File: src/smbtmp_pkg.sv
// Constants for the sensor two-wire slave port.
// Assumes a 250 MHz system clock sampling the bus pins.
package smbtmp_pkg;
  localparam logic [6:0] SMBTMP_DEV_ADDR      = 7'h4d;
  localparam logic [7:0] SMBTMP_TEMP_OFFSET   = 8'h00;
  localparam logic [7:0] SMBTMP_CFG_OFFSET    = 8'h01;
  localparam logic [7:0] SMBTMP_TEMP_RESET    = 8'h00;
  localparam logic [7:0] SMBTMP_CFG_RESET     = 8'h00;
  localparam logic [7:0] SMBTMP_CFG_WMASK     = 8'h80;
  localparam int         SMBTMP_CFG_RDY_BIT   = 6;
  localparam int         SMBTMP_CFG_STBY_BIT  = 7;
  localparam int         SMBTMP_FIFO_WIDTH    = 8;
  localparam int         SMBTMP_FIFO_DEPTH    = 8;
  localparam int         SMBTMP_MCLK_MHZ      = 250;

  typedef enum logic [2:0] {
    SMBTMP_IDLE = 3'h0,
    SMBTMP_RECV = 3'h1,
    SMBTMP_ACK  = 3'h2,
    SMBTMP_SEND = 3'h3,
    SMBTMP_MACK = 3'h4
  } smbtmp_state_t;
endpackage : smbtmp_pkg

File: src/smbtmp_slave.sv
// Two-wire slave port of a temperature sensor: address match, pointer, registers.
// Assumes bus pins arrive asynchronously and an external master drives the clock line.
// Operation
// - Ignore bus until start condition seen
// - Sample data on clock high, change low
// - Bytes shifted most significant bit first
// - Data line released unless addressed
// - Acknowledge only matching seven-bit address
// - Eighth address bit selects read or write
// - Pull data low during ninth clock
// - Acknowledge data only after it is stored; ack rises with the store, and non-configuration writes are acked but dropped
// - Start, address, data bytes, each acknowledged
// - Command byte is register pointer
// - Fixed default bus address 1001101
// - Temperature is two's complement degrees
`timescale 1ns/100ps
module smbtmp_slave
  import smbtmp_pkg::*;
#(
  parameter logic [6:0] DEV_ADDR   = SMBTMP_DEV_ADDR,
  parameter int         FIFO_DEPTH = SMBTMP_FIFO_DEPTH
) (
  // Clock and reset
  input  wire logic       mclk,
  input  wire logic       rst,
  // Bus pins
  input  wire logic       scl_in,
  input  wire logic       sda_in,
  output logic            sda_out,
  output logic            sda_oe,
  // Sensor side
  input  wire logic [7:0] temp_value,
  input  wire logic       temp_valid,
  output logic            temp_ready,
  output logic            standby,
  output logic            data_ready
);
  if (FIFO_DEPTH < 2) begin : g_depth_chk
    $error("FIFO_DEPTH too small");
  end

  typedef struct packed {
    logic [1:0]    scl_sync;
    logic [1:0]    sda_sync;
    logic          scl_d;
    logic          sda_d;
    smbtmp_state_t state;
    logic [3:0]    bitcnt;
    logic [7:0]    shreg;
    logic [1:0]    bytenum;
    logic          rd;
    logic          matched;
    logic [7:0]    pointer;
    logic [7:0]    temp;
    logic [7:0]    cfg;
    logic          sda_oe;
    logic          temp_ready;
  } smbtmp_st_t;

  smbtmp_st_t st_reg;
  smbtmp_st_t st_next;
  logic       scl;
  logic       sda;
  logic       scl_rise;
  logic       scl_fall;
  logic       start_c;
  logic       stop_c;
  logic       f_valid;
  logic [7:0] f_data;
  logic       f_pop;
  logic [7:0] rd_byte;

  smbtmp_fifo #(
    .WIDTH (SMBTMP_FIFO_WIDTH),
    .DEPTH (FIFO_DEPTH)
  ) u_fifo (
    .mclk      (mclk),
    .rst       (rst),
    .in_valid  (temp_valid && st_reg.temp_ready),
    .in_ready  (),
    .in_data   (temp_value),
    .out_valid (f_valid),
    .out_ready (f_pop),
    .out_data  (f_data)
  );

  // Second synchroniser stage and edge detection
  assign scl      = st_reg.scl_sync[1];
  assign sda      = st_reg.sda_sync[1];
  assign scl_rise = scl && !st_reg.scl_d;
  assign scl_fall = !scl && st_reg.scl_d;
  assign start_c  = scl && st_reg.scl_d && st_reg.sda_d && !sda;
  assign stop_c   = scl && st_reg.scl_d && !st_reg.sda_d && sda;
  // Drain sensor samples unless standby freezes the reading
  assign f_pop    = f_valid && !st_reg.cfg[SMBTMP_CFG_STBY_BIT];
  assign rd_byte  = (st_reg.pointer == SMBTMP_TEMP_OFFSET) ? st_reg.temp : st_reg.cfg;

  always_comb begin
    st_next          = st_reg;
    st_next.scl_sync = {st_reg.scl_sync[0], scl_in};
    st_next.sda_sync = {st_reg.sda_sync[0], sda_in};
    st_next.scl_d    = scl;
    st_next.sda_d    = sda;
    st_next.temp_ready = !st_reg.cfg[SMBTMP_CFG_STBY_BIT];
    if (f_pop) begin
      st_next.temp = f_data;
      st_next.cfg[SMBTMP_CFG_RDY_BIT] = 1'b1;
    end
    if (start_c) begin
      st_next.state   = SMBTMP_RECV;
      st_next.bitcnt  = 4'h0;
      st_next.bytenum = 2'h0;
      st_next.sda_oe  = 1'b0;
    end else if (stop_c) begin
      st_next.state  = SMBTMP_IDLE;
      st_next.sda_oe = 1'b0;
    end else begin
      unique case (st_reg.state)
        SMBTMP_IDLE: begin
          st_next.sda_oe = 1'b0;
        end
        SMBTMP_RECV: begin
          if (scl_rise) begin
            st_next.shreg  = {st_reg.shreg[6:0], sda};
            st_next.bitcnt = st_reg.bitcnt + 4'h1;
          end else if (scl_fall && st_reg.bitcnt == 4'h8) begin
            st_next.bitcnt = 4'h0;
            if (st_reg.bytenum == 2'h0) begin
              st_next.rd = st_reg.shreg[0];
              if (st_reg.shreg[7:1] == DEV_ADDR) begin
                st_next.sda_oe = 1'b1;
                st_next.state  = SMBTMP_ACK;
              end else begin
                st_next.state  = SMBTMP_IDLE;
              end
            end else if (st_reg.bytenum == 2'h1) begin
              st_next.pointer = st_reg.shreg;
              st_next.sda_oe  = 1'b1;
              st_next.state   = SMBTMP_ACK;
            end else begin
              if (st_reg.pointer == SMBTMP_CFG_OFFSET) begin
                // Keeps a ready flag set by a sample loaded in this same cycle
                st_next.cfg = (st_next.cfg & ~SMBTMP_CFG_WMASK) | (st_reg.shreg & SMBTMP_CFG_WMASK);
                if (st_reg.shreg[SMBTMP_CFG_STBY_BIT] && !st_reg.cfg[SMBTMP_CFG_STBY_BIT] && !f_pop) begin
                  st_next.cfg[SMBTMP_CFG_RDY_BIT] = 1'b0;
                end
              end
              st_next.sda_oe = 1'b1;
              st_next.state  = SMBTMP_ACK;
            end
          end
        end
        SMBTMP_ACK: begin
          if (scl_fall) begin
            st_next.sda_oe  = 1'b0;
            st_next.bytenum = (st_reg.bytenum == 2'h2) ? 2'h2 : st_reg.bytenum + 2'h1;
            if (st_reg.bytenum == 2'h0 && st_reg.rd) begin
              st_next.shreg  = {rd_byte[6:0], 1'b0};
              st_next.sda_oe = !rd_byte[7];
              st_next.bitcnt = 4'h1;
              st_next.state  = SMBTMP_SEND;
            end else begin
              st_next.state = SMBTMP_RECV;
            end
          end
        end
        SMBTMP_SEND: begin
          if (scl_fall) begin
            if (st_reg.bitcnt == 4'h8) begin
              st_next.sda_oe = 1'b0;
              st_next.state  = SMBTMP_MACK;
            end else begin
              st_next.sda_oe = !st_reg.shreg[7];
              st_next.shreg  = {st_reg.shreg[6:0], 1'b0};
              st_next.bitcnt = st_reg.bitcnt + 4'h1;
            end
          end
        end
        SMBTMP_MACK: begin
          if (scl_rise) begin
            st_next.state = sda ? SMBTMP_IDLE : SMBTMP_MACK;
          end else if (scl_fall) begin
            st_next.shreg  = {rd_byte[6:0], 1'b0};
            st_next.sda_oe = !rd_byte[7];
            st_next.bitcnt = 4'h1;
            st_next.state  = SMBTMP_SEND;
          end
        end
        default: begin
          st_next.state  = SMBTMP_IDLE;
          st_next.sda_oe = 1'b0;
        end
      endcase
    end
  end

  always_ff @(posedge mclk or posedge rst) begin
    if (rst) begin
      st_reg          <= '0;
      st_reg.scl_sync <= 2'h3;
      st_reg.sda_sync <= 2'h3;
      st_reg.scl_d    <= 1'b1;
      st_reg.sda_d    <= 1'b1;
      st_reg.state    <= SMBTMP_IDLE;
      st_reg.temp     <= SMBTMP_TEMP_RESET;
      st_reg.cfg      <= SMBTMP_CFG_RESET;
    end else begin
      st_reg <= st_next;
    end
  end

  // Open-drain: only ever pulls low, clock line never driven
  assign sda_out    = 1'b0;
  assign sda_oe     = st_reg.sda_oe;
  assign temp_ready = st_reg.temp_ready;
  assign standby    = st_reg.cfg[SMBTMP_CFG_STBY_BIT];
  assign data_ready = st_reg.cfg[SMBTMP_CFG_RDY_BIT];
endmodule : smbtmp_slave

File: src/smbtmp_fifo.sv
// Small synchronous FIFO with valid and ready on both sides.
// Assumes one clock and an active-high asynchronous reset.
`timescale 1ns/100ps
module smbtmp_fifo #(
  parameter int WIDTH = 8,
  parameter int DEPTH = 8
) (
  // Clock and reset
  input  wire logic             mclk,
  input  wire logic             rst,
  // Fill side
  input  wire logic             in_valid,
  output logic                  in_ready,
  input  wire logic [WIDTH-1:0] in_data,
  // Drain side
  output logic                  out_valid,
  input  wire logic             out_ready,
  output logic [WIDTH-1:0]      out_data
);
  localparam int AW = (DEPTH > 1) ? $clog2(DEPTH) : 1;

  if (DEPTH < 2 || (1 << AW) != DEPTH) begin : g_depth_chk
    $error("DEPTH must be a power of two, at least 2");
  end

  typedef struct packed {
    logic [AW:0] wptr;
    logic [AW:0] rptr;
  } smbtmp_fifo_st_t;

  smbtmp_fifo_st_t  st_reg;
  smbtmp_fifo_st_t  st_next;
  logic [WIDTH-1:0] mem [DEPTH];
  logic             push;
  logic             pop;

  assign in_ready  = (st_reg.wptr - st_reg.rptr) != (AW+1)'(DEPTH);
  assign out_valid = st_reg.wptr != st_reg.rptr;
  assign out_data  = mem[st_reg.rptr[AW-1:0]];
  assign push      = in_valid && in_ready;
  assign pop       = out_valid && out_ready;

  always_comb begin
    st_next = st_reg;
    if (push) st_next.wptr = st_reg.wptr + 1'b1;
    if (pop) st_next.rptr = st_reg.rptr + 1'b1;
  end

  always_ff @(posedge mclk or posedge rst) begin
    if (rst) begin
      st_reg <= '0;
    end else begin
      st_reg <= st_next;
    end
  end

  always_ff @(posedge mclk) begin
    if (push) mem[st_reg.wptr[AW-1:0]] <= in_data;
  end
endmodule : smbtmp_fifo

File: config.mk
export PLATFORM = sky130hd
export DESIGN_NAME = smbtmp_slave
export DESIGN_NICKNAME = d
export VERILOG_FILES = /design/src/smbtmp_pkg.sv /design/src/smbtmp_slave.sv /design/src/smbtmp_fifo.sv
export SDC_FILE = /design/constraint.sdc
export NUM_CORES = 1
export LEC_CHECK = 0
export BUFFER_PORTS_ARGS = -buffer_cell sky130_fd_sc_hd__buf_2
export CAP_MARGIN = 15
export CELL_PAD_IN_SITES_DETAIL_PLACEMENT = 0
export CELL_PAD_IN_SITES_GLOBAL_PLACEMENT = 1
export CORE_MARGIN = 5
export CORE_UTILIZATION = 40
export CTS_CLUSTER_SIZE = 20
export DETAILED_ROUTE_END_ITERATION = 6
export GPL_TIMING_DRIVEN = 0
export PLACE_DENSITY_LB_ADDON = 0.1
export SLEW_MARGIN = 10
export SYNTH_ARGS = -nofsm -noshare
export SYNTH_HDL_FRONTEND = slang
export SYNTH_SLANG_ARGS = --single-unit
File: constraint.sdc
create_clock -name mclk -period 10.3 [get_ports mclk]
set_input_delay 0.515 -clock mclk [delete_from_list [all_inputs] [get_ports mclk]]
set_output_delay 0.515 -clock mclk [all_outputs]
set_load 0.005 [all_outputs]
=== Yosys cells after proc, flatten, opt, wreduce, memory -nomap -nowiden ===
Memories as Yosys holds them, arrays and structs flattened. A register that Yosys moved wholly into a read port is not among the register bits.
Index checks and enable logic that the tools add are counted.

* Add/subtract/negate cells: 5
* Equality and inequality tests: 36
* Muxes and demuxes: 52
* Bitwise operators: 6
* Reductions and logical operators: 38

{| class="wikitable"
|+ Operator list
! cell !! number
|-
| 2-to-1 mux 7 bit || 8
|-
| case mux 12 bit (4 select lines) || 1
|-
| 2-to-1 mux 15 bit || 3
|-
| 2-to-1 mux 12 bit || 3
|-
| != test 4 bit, second input constant || 9
|-
| 2-to-1 mux 8 bit || 4
|-
| != test 3 bit, second input constant || 7
|-
| AND reduction 7 bit || 3
|-
| 2-to-1 mux 1 bit || 18
|-
| 2-to-1 mux 3 bit || 6
|-
| 2-to-1 mux 17 bit || 1
|-
| != test 2 bit, second input constant || 8
|-
| logical AND 1 bit || 15
|-
| case mux 3 bit (5 select lines) || 1
|-
| adder 4 x 1 -> 4 bit, second input constant || 3
|-
| 2-to-1 mux 2 bit || 5
|-
| != test 5 bit, second input constant || 2
|-
| AND reduction 10 bit || 1
|-
| AND reduction 9 bit || 1
|-
| == test 8 x 1 -> 1 bit, second input constant || 1
|-
| logical NOT 1 bit || 8
|-
| logical NOT 8 bit || 1
|-
| bitwise OR 7 x 8 -> 8 bit || 1
|-
| AND reduction 8 bit || 1
|-
| other kinds (20) || 26
|}

* Bits in registers: 50
* Memory bits (writable): 64
* Input bits: 13
* Output and inout bits: 5
* Word-level logic and storage cells: 154
* Memories: 1

{| class="wikitable"
|+ Memories
! memory !! depth !! bits a word !! read ports !! clocked after memory_dff !! write ports !! RTL line !! text
|-
| u_fifo.mem || 8 || 8 || 1 || 1 || 1 || smbtmp_fifo.sv:33 || <nowiki>logic [WIDTH-1:0] mem [DEPTH];</nowiki>
|}

=== Depth between registers and ports, before layout ===
* Depth after elaboration: 13
* Gate-level depth with buffers: 9
* Depth with buffers taken out: 7

=== Cells and area by module ===
Synthesis repeated with hierarchy kept, for this count alone.

* Cells, all modules: 377
* Area total of the unflattened synthesis: 5351.4 sq um

{| class="wikitable"
|+ Modules (own cells, without submodules)
! module !! instances !! cells an instance !! area each (sq um) !! sequential area each (sq um)
|-
| smbtmp_fifo || 1 || 163 || 2959.1 || 2122.0
|-
| smbtmp_slave || 1 || 214 || 2392.3 || 1108.6
|}

=== Worst setup path after synthesis ===
No wires, ideal clock.

* Kind: reg2reg
* From: register u_fifo.st_reg[1] (netlist name)
* To: memory u_fifo.mem[2][0] (enable)
* Library setup time: 0.385 ns
* Arrival time: 2.843 ns
* Data required time: 9.915 ns
* Path slack: 7.072 ns
* Cell stages (with the launch flop): 10
* Path buffers: 2
* Clock period less this slack: 3.228 ns
* Cells stage by stage: dfrtp_1 clkbuf_1 clkbuf_1 inv_1 ha_1 nand2b_1 nor4b_1 a211oi_2 nand2b_1 nor3b_1

* Cells in the longest elaborated chain, start to end: 5

{| class="wikitable"
|+ RTL lines
! element !! RTL line !! text
|-
| start: declaration || smbtmp_fifo.sv:31 || <nowiki>smbtmp_fifo_st_t st_reg;</nowiki>
|-
| start signal: assignment || smbtmp_fifo.sv:53 || <nowiki>st_reg <= st_next;</nowiki>
|-
| subtractor 4 bit || smbtmp_fifo.sv:37 || <nowiki>assign in_ready = (st_reg.wptr - st_reg.rptr) != (AW+1)'(DEPTH);</nowiki>
|-
| != test 4 bit || smbtmp_fifo.sv:37 ||
|-
| logical AND 1 bit || smbtmp_fifo.sv:40 || <nowiki>assign push = in_valid && in_ready;</nowiki>
|-
| 2-to-1 mux 1 bit || smbtmp_fifo.sv:58 || <nowiki>if (push) mem[st_reg.wptr[AW-1:0]] <= in_data;</nowiki>
|-
| 2-to-1 mux 1 bit (not written as such) || smbtmp_fifo.sv:58 ||
|-
| end: declaration || smbtmp_fifo.sv:33 ||
|}

Every way passes these cells.

=== Worst setup path after layout ===
* From: register u_fifo.st_reg[1] (netlist name)
* To: memory u_fifo.mem[0][2] (enable)

The elaborated chain is that of the path after synthesis.

==> results by group <==
Worst setup path
  – Slowest-stage cell, CP: clkbuf_1
  – FF-to-FF path depth: 10
  – CP required: 10.41 ns
  – Number of cells on the critical path: 10
  – CP max FO: 10
  – Max stage delay on crit path: 0.50 ns
  – Arr. time, crit path: 3.93 ns
  – Crit path cell chain: clkbuf_1, clkbuf_1, inv_1, ha_1, nand2b_1, nor4b_1, a211oi_2, nand2b_1, nor3_1, buf_2
  – Critical R2R Capture: u_fifo.mem[0][2]
  – CP bufs+invs: 4
  – CP Capture Type: register
  – CP startpoint: u_fifo.st_reg[1]
  – Setup CP Type: reg2reg
  – Worst setup path end: u_fifo.mem[0][2]
  – CP top delay family: buffers and inverters
  – RR Startpoint: u_fifo.st_reg[1]
  – Crit path launch type: register
  – R2R setup slack: 6.48 ns

CTS
  – Clock buffer depth: 2
  – CTS resizes: 0
  – CTS clk-pin slew, worst paths: 0.06 ns
  – CTS tree: built
  – # hold bufs at CTS: 0
  – CTS H-tree depth: 4
  – Worst-Skew Late Latency: 0.42 ns
  – Setup bufs post-CTS: 0
  – Root buffer cell: clkbuf_16
  – Number of CTS-inserted buffers: 17
  – Number of clock sinks: 116

Yosys
  – Yosys Warn Count: 0
  – Seq cells post-synth: 116
  – Mapped Avg Cell Area: 13.8 um2
  – Syn Std Cell Area: 5240 um2
  – Synth async-reset ratio: 0.448
  – Synth cell types: 65
  – Register area share after synthesis: 0.616
  – Post-synth EDFFs: 64
  – Most used flip-flop cell after synthesis: edfxtp_1
  – Gate count of the mapped netlist: 381
  – Synth Net Count: 407

Cells and area
  – Fillers: 1151
  – Commonest non-fill, non-tap cell in the layout: edfxtp_1
  – Sequential cell area: 3230 um2
  – Fin cells: 603
  – Final net count: 445
  – Syn-to-layout area delta: 17.4%
  – Max reg flops: 64
  – Most frequent cells in the layout: edfxtp_1 (64), dfrtp_1 (46), nand2_1 (39)
  – Proportion of layout cells with a drive suffix above 1: 0.241
  – Footprint of the multi-input gates: 1880 um2
  – Fin util: 0.484
  – Diode count: 0

Global routing
  – Congestion Overflow GR: 0
  – First-pass GRT wire length: 17.5 mm
  – Number of global-route vias before repair: 3326
  – Tot GR Track Use: 0.145
  – Initial antenna violation count: 0
  – Largest net degree at the start of global routing: 39

Power
  – Peak supply drop: 0.184 mV
  – Standby leakage power: 2.37 nW
  – Power per cell area: 287 nW/um2

Placed design
  – GPL Wtd Cong: 0.796
  – I/O Buffers: 16
  – Cell total after placement: 572
  – Hpwl dp: 7.33 mm

Drt
  – Remaining DRCs: 0
  – Drt first pass iters: 4
  – Starting DRT DRC Count: 157
  – Post-DR vias/cell: 5.16
  – Vias: 3109
  – Final WL: 10.4 mm
  – Antenna-violating nets left: 0
  – Avg WL per Cell: 17.3 um

Timing
  – Slew headroom: 0.342
  – Final Cycle Share: 0.371
  – Final TNS setup: 0 ns
  – Worst-Margin Slew: 0.963 ns
  – Slew Limit Fails: 0
  – Fin crit period: 3.82 ns
  – Max Fclk: 262 MHz
  – Skew final: 0.00640 ns
  – # setup viols final: 0
  – RSZ-0062 raised after global routing: false
  – Final hold vios: 0

Worst hold path
  – Hold/Removal Path Class: in2async

Job
  – Maxcap violations: 0

Die
  – Die W: 124 um
  – DIE AREA: 15500 um2
  – Initial core utilization: 0.412
  – # rows: 41
  – I/O pins: 18
  – Core area: 12700 um2
  – Die H: 124 um

Run status
  – Status: finished clean
==> where the power goes <==
part	switching [W]	total, W	internal [W]	leakage, nW
logic	0.000306	0.000529	0.000223	0.872
clock network	0.000210	0.000565	0.000354	0.271
registers	0.0000673	0.000671	0.000603	1.23
==> kinds of logic (layout without fill, tap and decap cells) <==
logic type / Yosys count / after routing / synth area share
DFF: 116 / 116 / 0.616
AOI/OAI and AO/OA: 70 / 70 / 0.0923
other: 1 / 1 / 0.000715
and+or+nand+nor: 104 / 104 / 0.106
buffers and inverters: 35 / 85 / 0.0289
xor gates and xnor gates: 9 / 9 / 0.0150
muxes: 33 / 33 / 0.110
adders and majority gates: 13 / 13 / 0.0310
==> worst reg2reg max path, delay by kind of cell (launching register included) <==
kind,cells,cell delay [ns]
DFF,1,0.35
adders and majority gates,1,0.37
buffers and inverters,4,1.42
AOI/OAI and AO/OA,1,0.43
and+or+nand+nor,4,0.93
==> layout make-up <==
type,instances,area share
Timing Repair Buffer,19,0.0179
Clock inverter,12,0.0215
Clock buffer,19,0.0703
Multi-Input combinational cell,230,0.306
Tap cell,172,0.0350
Buffer,18,0.0138
Inverter,17,0.0108
Sequential cell,116,0.525
==> synth_stat cells, drive strengths merged (2+ instances only) <==
master / instances / area share
edfxtp: 64 / 0.37
dfrtp: 46 / 0.22
nand2: 40 / 0.029
nor2: 19 / 0.014
o21ai: 18 / 0.017
inv: 16 / 0.012
mux4: 16 / 0.069
ha: 13 / 0.031
mux2: 13 / 0.034
a31oi: 11 / 0.013
clkbuf: 11 / 0.0081
a22oi: 8 / 0.011
nor3: 8 / 0.0098
buf: 7 / 0.0081
nand3: 7 / 0.0067
a21oi: 6 / 0.0057
dfstp: 6 / 0.030
nand2b: 6 / 0.0086
xnor2: 5 / 0.0084
a211oi: 4 / 0.0067
mux2i: 4 / 0.0076
o211ai: 4 / 0.0057
xor2: 4 / 0.0067
nand3b: 3 / 0.0067
nand4: 3 / 0.0036
nor3b: 3 / 0.0043
o22ai: 3 / 0.0048
o31ai: 3 / 0.0043
a22o: 2 / 0.0036
and2: 2 / 0.0024
nand4b: 2 / 0.0033
nor2b: 2 / 0.0024
nor4: 2 / 0.0024
o221ai: 2 / 0.0033
o2bb2ai: 2 / 0.0033
==> layer usage <==
layer / routed length [um] / vias to the layer above / GRT usage
met3: 348 / 9 / 0.0519
met5: 0 / - / 0
met1: 4860 / 1547 / 0.180
met2: 5140 / 37 / 0.237
li1: - / 1516 / -
met4: 100 / 0 / 0.0484
==> stage by stage <==
stage	cell area (um2)	power, W	worst slack, ns	hold slack (ns)
4_1_cts	6150	0.00179	6.36	0.0641
6_report	6150	0.00176	6.48	0.0600
2_1_floorplan	5240	0.00107	7.07	0.345
5_1_grt	6150	0.00188	6.03	0.0810
3_5_place_dp	5590	0.00122	6.37	0.354
3_3_place_gp	5540	0.00120	5.97	0.346
==> how the worst min path moves through the flow <==
stage	startpoint	endpoint	slack (ns)
floorplan	st_next[50]	scl	0.35
global placement	st_next[48]	sda	0.35
detailed placement	st_next[50]	scl	0.35
CTS	rst	temp_ready	0.06
global route	rst	temp_ready	0.08
finish	rst	temp_ready	0.06
(Power assumes the default switching activity.)
